===== config.mk =====
export PLATFORM = sky130hd
export DESIGN_NAME = i2c_disable_status
export DESIGN_NICKNAME = d
export VERILOG_FILES = /design/src/rtl/i2c_dis_pkg.sv /design/src/rtl/i2c_disable_status.sv
export SDC_FILE = /design/constraint.sdc
export NUM_CORES = 1
export LEC_CHECK = 0
export ABC_AREA = 1
export BUFFER_PORTS_ARGS = -buffer_cell sky130_fd_sc_hd__buf_2
export CORE_MARGIN = 1
export CORE_UTILIZATION = 50
export DETAILED_ROUTE_END_ITERATION = 16
export HOLD_SLACK_MARGIN = 0.12
export PLACE_DENSITY = 0.83
export SETUP_SLACK_MARGIN = 0.4
export SYNTH_ARGS = -nofsm -noshare
export SYNTH_HDL_FRONTEND = slang
export SYNTH_SLANG_ARGS = --single-unit
export TNS_END_PERCENT = 50

===== constraint.sdc =====
create_clock -name mclk -period 1.9 [get_ports mclk]
set_input_delay 0.095 -clock mclk [delete_from_list [all_inputs] [get_ports mclk]]
set_output_delay 0.095 -clock mclk [all_outputs]
set_load 0.05 [all_outputs]

===== src/rtl/i2c_dis_pkg.sv =====
// Package of offsets, field layouts and types for the disable-status block.
package i2c_dis_pkg;

	// ------------------------------------------------------------
	// Register byte offsets
	// ------------------------------------------------------------
	localparam logic [7:0] OFF_GEN_CALL_ACK  = 8'h98;
	localparam logic [7:0] OFF_DISABLE_STAT  = 8'h9c;
	localparam logic [7:0] OFF_SPIKE_LEN     = 8'ha0;
	localparam logic [7:0] OFF_IRQ_STATUS    = 8'hb0;
	localparam logic [7:0] OFF_IRQ_MASK      = 8'hb4;

	// ------------------------------------------------------------
	// Field positions and reset values
	// ------------------------------------------------------------
	localparam int          POS_ACTIVE        = 0;
	localparam int          POS_BUSY_DIS      = 1;
	localparam int          POS_RX_LOST       = 2;
	localparam int          POS_GEN_CALL      = 0;
	localparam int          SPIKE_W           = 8;
	localparam int          IRQ_W             = 3;
	localparam logic [7:0]  SPIKE_RESET       = 8'h00;
	localparam logic [7:0]  SPIKE_MIN         = 8'h01;
	localparam logic [2:0]  IRQ_MASK_RESET    = 3'h0;
	localparam logic [1:0]  RESP_OKAY         = 2'h0;
	localparam logic [1:0]  RESP_SLVERR       = 2'h2;
	localparam logic [31:0] WORD_ZERO         = 32'h0000_0000;

	// Interrupt event positions (same layout in status and mask).
	localparam int          IRQ_GEN_CALL      = 0;
	localparam int          IRQ_BUSY_DIS      = 1;
	localparam int          IRQ_RX_LOST       = 2;

	// Activity state of the slave engine as seen by this block.
	typedef enum logic [1:0] {
		ST_OFF,
		ST_ENABLED,
		ST_DRAINING
	} act_state_t;

	// Slave engine activity reported into this block.
	typedef struct packed {
		logic slave_mode;      // Unit is configured as a slave.
		logic addr_phase;      // Address byte of any slave transfer being received.
		logic rx_data_phase;   // Data phase of a matched slave-receive transfer.
		logic gc_ack_slot;     // Acknowledge slot after a General Call address.
		logic stop_seen;       // One-cycle pulse on a STOP condition.
		logic engine_idle;     // Slave engine has wound down completely.
	} slave_act_t;

endpackage


===== src/rtl/i2c_disable_status.sv =====
// Disable status, General Call acknowledge and spike filter length registers.
//
// Decided for this implementation: the AXI4-Lite interface to the registers.
`timescale 1ns/1ps

// Summary of operation
// - General call bit 1 drives SDA low in the ack slot of a General Call.
// - General call bit 0 blocks General Call acknowledge and its interrupt.
// - While enabled, status reads bit 0 as 1 and bits 2:1 as 0.
// - Bits 2:1 are valid only once bit 0 reads 0 after disabling.
// - Disable during matched slave-receive data phase sets the lost flag.
// - STOP before NACK in a receive data byte while disable is pending also sets the lost flag.
// - Disable without slave-receive data involvement leaves lost flag at 0.
// - Disable during slave address or receive data bytes sets busy-disable flag.
// - Busy-disable flag means a NACK was forced or transfer ended before disable.
// - STOP before NACK while disable is pending also sets busy-disable flag.
// - Disable with bus idle or other master active leaves busy flag at 0.
// - Bit 0 is 1 while enabled, 0 once fully inactive, readable anytime.
// - Spike filter length is writable only while the controller is disabled.
// - Writing a spike length below 1 stores 1.
// - General call setting applies only in slave mode.
module i2c_disable_status (
	// Clock, reset and clock enable
	input  wire logic                          mclk,
	input  wire logic                          sys_rst,
	input  wire logic                          clk_en,
	// AXI4-Lite slave
	input  wire logic [7:0]                    s_axi_awaddr,
	input  wire logic                          s_axi_awvalid,
	output logic                               s_axi_awready,
	input  wire logic [31:0]                   s_axi_wdata,
	input  wire logic [3:0]                    s_axi_wstrb,
	input  wire logic                          s_axi_wvalid,
	output logic                               s_axi_wready,
	output logic [1:0]                         s_axi_bresp,
	output logic                               s_axi_bvalid,
	input  wire logic                          s_axi_bready,
	input  wire logic [7:0]                    s_axi_araddr,
	input  wire logic                          s_axi_arvalid,
	output logic                               s_axi_arready,
	output logic [31:0]                        s_axi_rdata,
	output logic [1:0]                         s_axi_rresp,
	output logic                               s_axi_rvalid,
	input  wire logic                          s_axi_rready,
	// Link to the rest of the controller
	input  wire logic                          ctrl_enable,
	input  wire i2c_dis_pkg::slave_act_t       slave_act,
	output logic                               sda_output_drive,
	output logic                               gen_call_event,
	output logic [i2c_dis_pkg::SPIKE_W-1:0]    spike_filter_length_field,
	// Interrupt
	output logic                               irq
);
	import i2c_dis_pkg::*;

	// ------------------------------------------------------------
	// State
	// ------------------------------------------------------------
	act_state_t         state_ff;
	act_state_t         nxt_state;
	logic               lost_ff;
	logic               nxt_lost;
	logic               busy_ff;
	logic               nxt_busy;
	logic               gc_ack_ff;
	logic [SPIKE_W-1:0] spike_ff;
	logic [IRQ_W-1:0]   irq_stat_ff;
	logic [IRQ_W-1:0]   irq_mask_ff;
	logic               en_prev_ff;

	// AXI bookkeeping.
	logic               aw_held_ff;
	logic [7:0]         aw_addr_ff;
	logic               w_held_ff;
	logic [31:0]        w_data_ff;
	logic [3:0]         w_strb_ff;
	logic               bvalid_ff;
	logic [1:0]         bresp_ff;
	logic               rvalid_ff;
	logic [31:0]        rdata_ff;
	logic [1:0]         rresp_ff;

	// Byte offset of the word addressed, with the lane bits dropped.
	function automatic logic [7:0] word_addr(input logic [7:0] a);
		return {a[7:2], 2'b00};
	endfunction

	// ------------------------------------------------------------
	// Write path decode
	// ------------------------------------------------------------
	logic        aw_take;
	logic        w_take;
	logic        wr_fire;
	logic [7:0]  wr_addr;
	logic        wr_lane0;
	logic        wr_gc;
	logic        wr_spike;
	logic        wr_stat;
	logic        wr_mask;
	logic        wr_ro;
	logic        wr_known;
	logic [7:0]  spike_wr_val;

	// Each channel is taken independently; the response waits for both.
	assign aw_take       = s_axi_awvalid && s_axi_awready;
	assign w_take        = s_axi_wvalid && s_axi_wready;
	assign s_axi_awready = !aw_held_ff && !bvalid_ff;
	assign s_axi_wready  = !w_held_ff && !bvalid_ff;
	assign wr_fire       = aw_held_ff && w_held_ff && !bvalid_ff && clk_en;
	assign wr_addr       = word_addr(aw_addr_ff);
	assign wr_lane0      = w_strb_ff[0];
	assign wr_gc         = wr_fire && wr_lane0 && (wr_addr == OFF_GEN_CALL_ACK);
	assign wr_spike      = wr_fire && wr_lane0 && (wr_addr == OFF_SPIKE_LEN)
	                       && !ctrl_enable;
	assign wr_stat       = wr_fire && wr_lane0 && (wr_addr == OFF_IRQ_STATUS);
	assign wr_mask       = wr_fire && wr_lane0 && (wr_addr == OFF_IRQ_MASK);
	// The status word accepts the write with OKAY but stores nothing.
	assign wr_ro         = (wr_addr == OFF_DISABLE_STAT);
	assign wr_known      = wr_ro || (wr_addr == OFF_GEN_CALL_ACK)
	                       || (wr_addr == OFF_SPIKE_LEN) || (wr_addr == OFF_IRQ_STATUS)
	                       || (wr_addr == OFF_IRQ_MASK);
	// Values below the minimum clamp up so a write never stores a zero length; reset still loads 0.
	assign spike_wr_val  = (w_data_ff[7:0] < SPIKE_MIN) ? SPIKE_MIN : w_data_ff[7:0];

	// ------------------------------------------------------------
	// Write channel registers
	// ------------------------------------------------------------
	always_ff @(posedge mclk or posedge sys_rst) begin
		if (sys_rst) begin
			aw_held_ff <= 1'b0;
			aw_addr_ff <= 8'h00;
			w_held_ff  <= 1'b0;
			w_data_ff  <= WORD_ZERO;
			w_strb_ff  <= 4'h0;
			bvalid_ff  <= 1'b0;
			bresp_ff   <= RESP_OKAY;
		end else if (clk_en) begin
			if (aw_take) begin
				aw_held_ff <= 1'b1;
				aw_addr_ff <= s_axi_awaddr;
			end
			if (w_take) begin
				w_held_ff <= 1'b1;
				w_data_ff <= s_axi_wdata;
				w_strb_ff <= s_axi_wstrb;
			end
			if (wr_fire) begin
				aw_held_ff <= 1'b0;
				w_held_ff  <= 1'b0;
				bvalid_ff  <= 1'b1;
				bresp_ff   <= wr_known ? RESP_OKAY : RESP_SLVERR;
			end else if (bvalid_ff && s_axi_bready) begin
				bvalid_ff <= 1'b0;
			end
		end
	end

	assign s_axi_bvalid = bvalid_ff;
	assign s_axi_bresp  = bresp_ff;

	// ------------------------------------------------------------
	// Read path
	// ------------------------------------------------------------
	logic [7:0]  rd_addr;
	logic [31:0] stat_word;
	logic [31:0] rd_word;
	logic        rd_known;

	// Reserved bits of the status word are constant zero.
	assign stat_word = {29'h0000_0000, lost_ff, busy_ff, (state_ff != ST_OFF)};
	assign rd_addr   = word_addr(s_axi_araddr);
	assign s_axi_arready = !rvalid_ff;

	// Address decode for reads; unmapped words answer SLVERR with zero data.
	always_comb begin
		rd_word  = WORD_ZERO;
		rd_known = 1'b1;
		if (rd_addr == OFF_DISABLE_STAT) begin
			rd_word = stat_word;
		end else if (rd_addr == OFF_GEN_CALL_ACK) begin
			rd_word = {31'h0000_0000, gc_ack_ff};
		end else if (rd_addr == OFF_SPIKE_LEN) begin
			rd_word = {24'h00_0000, spike_ff};
		end else if (rd_addr == OFF_IRQ_STATUS) begin
			rd_word = {29'h0000_0000, irq_stat_ff};
		end else if (rd_addr == OFF_IRQ_MASK) begin
			rd_word = {29'h0000_0000, irq_mask_ff};
		end else begin
			rd_known = 1'b0;
		end
	end

	// Read data is registered one cycle after the address is taken.
	always_ff @(posedge mclk or posedge sys_rst) begin
		if (sys_rst) begin
			rvalid_ff <= 1'b0;
			rdata_ff  <= WORD_ZERO;
			rresp_ff  <= RESP_OKAY;
		end else if (clk_en) begin
			if (s_axi_arvalid && s_axi_arready) begin
				rvalid_ff <= 1'b1;
				rdata_ff  <= rd_word;
				rresp_ff  <= rd_known ? RESP_OKAY : RESP_SLVERR;
			end else if (rvalid_ff && s_axi_rready) begin
				rvalid_ff <= 1'b0;
			end
		end
	end

	assign s_axi_rvalid = rvalid_ff;
	assign s_axi_rdata  = rdata_ff;
	assign s_axi_rresp  = rresp_ff;

	// ------------------------------------------------------------
	// Disable tracking
	// ------------------------------------------------------------
	logic en_fall;
	logic in_rx_data;
	logic in_any_byte;

	assign en_fall     = en_prev_ff && !ctrl_enable;
	assign in_rx_data  = slave_act.slave_mode && slave_act.rx_data_phase;
	assign in_any_byte = slave_act.slave_mode && (slave_act.addr_phase || slave_act.rx_data_phase);

	// Flags are cleared on enable and collected only at the disable and while draining, so bits 2:1
	// settle no later than bit 0 drops and software may trust them once it reads 0.
	always_comb begin
		nxt_state = state_ff;
		nxt_lost  = lost_ff;
		nxt_busy  = busy_ff;
		case (state_ff)
			ST_OFF: begin
				if (ctrl_enable) begin
					nxt_state = ST_ENABLED;
					nxt_lost  = 1'b0;
					nxt_busy  = 1'b0;
				end
			end
			ST_ENABLED: begin
				nxt_lost = 1'b0;
				nxt_busy = 1'b0;
				if (en_fall) begin
					nxt_state = ST_DRAINING;
					// A disable with only other masters active or an idle bus
					// sets neither flag.
					nxt_lost  = in_rx_data;
					nxt_busy  = in_any_byte;
				end
			end
			ST_DRAINING: begin
				if (slave_act.stop_seen && in_any_byte) begin
					nxt_lost = lost_ff || in_rx_data;
					nxt_busy = 1'b1;
				end
				if (ctrl_enable) begin
					nxt_state = ST_ENABLED;
					nxt_lost  = 1'b0;
					nxt_busy  = 1'b0;
				end else if (slave_act.engine_idle) begin
					nxt_state = ST_OFF;
				end
			end
			default: nxt_state = ST_OFF;
		endcase
	end

	// State of the disable sequence.
	always_ff @(posedge mclk or posedge sys_rst) begin
		if (sys_rst) begin
			state_ff   <= ST_OFF;
			lost_ff    <= 1'b0;
			busy_ff    <= 1'b0;
			en_prev_ff <= 1'b0;
		end else if (clk_en) begin
			state_ff   <= nxt_state;
			lost_ff    <= nxt_lost;
			busy_ff    <= nxt_busy;
			en_prev_ff <= ctrl_enable;
		end
	end

	// ------------------------------------------------------------
	// General Call acknowledge and configuration
	// ------------------------------------------------------------
	logic gc_ack_ok;

	// The acknowledge drive is combinational so it lands inside the ack slot.
	assign gc_ack_ok        = gc_ack_ff && slave_act.slave_mode && ctrl_enable;
	assign sda_output_drive = gc_ack_ok && slave_act.gc_ack_slot;
	assign gen_call_event   = sda_output_drive;
	assign spike_filter_length_field = spike_ff;

	// Software settings.
	always_ff @(posedge mclk or posedge sys_rst) begin
		if (sys_rst) begin
			gc_ack_ff   <= 1'b0;
			spike_ff    <= SPIKE_RESET;
			irq_mask_ff <= IRQ_MASK_RESET;
		end else if (clk_en) begin
			if (wr_gc) begin
				gc_ack_ff <= w_data_ff[POS_GEN_CALL];
			end
			if (wr_spike) begin
				spike_ff <= spike_wr_val;
			end
			if (wr_mask) begin
				irq_mask_ff <= w_data_ff[IRQ_W-1:0];
			end
		end
	end

	// ------------------------------------------------------------
	// Interrupts
	// ------------------------------------------------------------
	logic [IRQ_W-1:0] irq_set;
	logic [IRQ_W-1:0] irq_clr;

	assign irq_set = {nxt_lost && !lost_ff, nxt_busy && !busy_ff, gen_call_event};
	assign irq_clr = wr_stat ? w_data_ff[IRQ_W-1:0] : {IRQ_W{1'b0}};
	assign irq     = |(irq_stat_ff & irq_mask_ff);

	// A set in the same cycle as a write-one clear wins, so no event is lost.
	always_ff @(posedge mclk or posedge sys_rst) begin
		if (sys_rst) begin
			irq_stat_ff <= {IRQ_W{1'b0}};
		end else if (clk_en) begin
			irq_stat_ff <= (irq_stat_ff & ~irq_clr) | irq_set;
		end
	end
endmodule


==> run metrics <==
Hold Worst Slack 0.1318 ns; synth unique cells 25; final slew viol count 0; CP Launch Type primary input; total gr overflow 0; Final Skew 0.002287 ns; Reg clk slew, reported paths 0.09 ns; CP Launch Point ctrl_enable; WL per Instance between 10 and 15 microns; Setup Viol. Count Final 0; post-synthesis cell area 2576 sq um; buffers added on ports 61; Syn Area/Cell 7.878 sq um; ANT cells 0; CORE AREA 4848 sq um; Final period util about three quarters; leakage 1.761 nW; Initial Utilization 53.14%; detailed placer's ending HPWL about 4000 microns; DR vias/cell 4.814; DRC viols 0; Die X about 74 microns; area delta synth->final 27.05%; dpl cell area 2892 sq um; first-pass GRT wire length around 9400 microns; Placer Congestion 0.8284; largest net degree at the start of global routing 28; P per Cell Area roughly 1200 nW/um^2; clock sink total 49; initial antenna violation count 0; Slew Limit Headroom between 60 and 70%; CTS Root Cell clkbuf_8; Clk Latency, worst-skew pair around 0.31 ns; Initial DRC Count 105; final wirelength 5790 microns; final core utilization between 60% and 70%; Num CTS Buffers 5; CTS tree done; Worst Hold Class in -> reg; Worst Path Max Fanout 7; fin nets a little under 500; max frequency approximately 0.70 GHz; Final WS setup about 0.46 ns; status completed; Final ANT Viol Nets 0; Worst-Margin Slew about 0.56 ns; setup TNS 0 ns; vias in the first global route about 2.2k; vias approximately 2.3k; clock buffer depth 2; flop-to-flop setup slack 0.48 ns; H-tree levels 2; Placed Instances 453; post-route cell area 3273 sq um; Core Rows 25; layout cells sized above 1 23.68%; Pre-antenna DRT Iters 4; RSZ-0062 raised after global routing yes; Mapped Cells 327; CP Capture Type output port; total track usage 23.18%; reg2reg path depth 3; Power Total 3.778 mW; Max Cap Viol 0; die area around 5400 sq um; Peak VDD IR 0.001034 V; Fin. Hold Viols 0; fin cells 485; min cycle time layout around 1.4 ns; worst endpoint required time 1.80 ns; Place WS 0.4791 ns; sequential fraction of the synthesis area between 40% and 50%; Worst Path Arrival around 1.3 ns; I/O pin cnt 119; Critical Path End sda_output_drive; Yosys reg bits between 40 and 50; RR Startpoint s_axi_bvalid; number of synthesis warnings 0; Die Ht ~74 microns; CP Class in -> out; worst r2r dst w_data_ff[3]
-- critical path, stage by stage --
cell	delay [ns]
dlygate4sd3_1	0.51
buf_2	0.20
nand2_1	0.08
nor2_1	0.21
buf_4	0.24
-- placed cells by master, fill, tap and decap left out --
cell	instances
nand4_2	1
dfrtp_2	1
inv_1	26
mux2_4	2
buf_4	7
mux2_2	6
nor2_1	37
nor2_4	4
conb_1	26
o21ai_0	17
a21oi_1	11
clkbuf_8	5
nand2_1	92
nand2_4	1
inv_2	2
clkinv_2	2
nor2_2	2
bufinv_16	2
nand3_2	2
nor3_1	6
nand3_1	25
nand2_2	1
dfrtp_1	47
dfrtp_4	1
o21ai_1	7
clkinvlp_4	1
o22ai_1	1
o211ai_1	2
buf_2	59
dlygate4sd3_1	22
-- worst min-delay path by stage --
stage / start / end / slack [ns] / cells after the start
2_1_floorplan: ctrl_enable / en_prev_ff / 0.22 / 2
3_3_place_gp: sys_rst / s_axi_bvalid / 0.17 / 2
3_5_place_dp: sys_rst / aw_held_ff / 0.18 / 2
4_1_cts: slave_act[2] / irq_stat_ff[0] / 0.12 / 5
5_1_grt: slave_act[2] / irq_stat_ff[0] / 0.17 / 5
6_report: slave_act[2] / irq_stat_ff[0] / 0.13 / 5
-- cells by family after synthesis --
kind of cell	count (synthesis)	synth area share, %
simple gates	171	28.22
buf+inv	60	12.92
flops	49	47.60
compound gates	38	7.625
mux	8	3.497
other cells	1	0.1456
-- registers in the layout, indices dropped and copies added (netlist names) --
signal                     count
en_prev_ff                     1
s_axi_bvalid                   1
aw_held_ff                     1
s_axi_bresp                    1
irq_mask_ff                    3
s_axi_rvalid                   1
w_strb_ff                      1
gc_ack_ff                      1
aw_addr_ff                     6
w_held_ff                      1
irq_stat_ff                    3
w_data_ff                      8
lost_ff                        1
state_ff                       2
s_axi_rdata                    8
busy_ff                        1
s_axi_rresp                    1
spike_filter_length_field      8
-- power by group --
part / leakage [nW] / switching, mW / internal [mW] / total [mW]
sequential: 0.614 / 0.272 / 1.34 / 1.61
combinational: 1.08 / 0.885 / 0.407 / 1.29
clock: 0.0681 / 0.357 / 0.523 / 0.880
total: 1.76 / 1.51 / 2.27 / 3.78
-- synth_stat cells --
| library cell | n | area share [%] |
|---|---|---|
| nand3_2 | 2 | 0.78 |
| mux2_2 | 6 | 2.6 |
| clkbuf_1 | 1 | 0.15 |
| dfrtp_1 | 49 | 48 |
| nor2_1 | 39 | 5.7 |
| nor2_4 | 1 | 0.44 |
| buf_4 | 28 | 8.2 |
| inv_2 | 1 | 0.15 |
| o211ai_1 | 2 | 0.58 |
| a21oi_1 | 11 | 2.1 |
| nand4_2 | 1 | 0.49 |
| nand3_1 | 25 | 4.9 |
| conb_1 | 1 | 0.15 |
| nand2_1 | 92 | 13 |
| nor3_1 | 6 | 1.2 |
| buf_2 | 1 | 0.19 |
| o21ai_1 | 7 | 1.4 |
| mux2_1 | 2 | 0.87 |
| clkinv_2 | 1 | 0.19 |
| nand2_2 | 1 | 0.24 |
| inv_1 | 28 | 4.1 |
| o21ai_0 | 17 | 3.3 |
| o22ai_1 | 1 | 0.24 |
| nand2_4 | 1 | 0.44 |
| nor2_2 | 3 | 0.73 |
-- repair_timing --
action	in CTS	in global routing
hold buffers	22	0
hold endpoints to repair	45	0
endpoints found under the setup margin	0	11
resized for setup	0	6
buffers inserted	0	2
-- cell type report --
class	instances	area [sq um]
Timing Repair Buffer	88	568.0
Clock buffer	5	68.82
Tap cell	67	83.83
Multi-Input combinational cell	243	1139
Fill cell	417	1575
Inverter	30	117.6
Clock inverter	3	65.06
Sequential cell	49	1231
-- layer usage --
layer / vias up / wire [microns] / global-route usage (%)
met4: 0 / 42 / 5.983
met5: - / 0 / 0
met2: 74 / 2946 / 41.39
met3: 6 / 295 / 6.447
li1: 1167 / - / -
met1: 1088 / 2504 / 27.33
No activity file was read; power rests on OpenSTA's default activity.
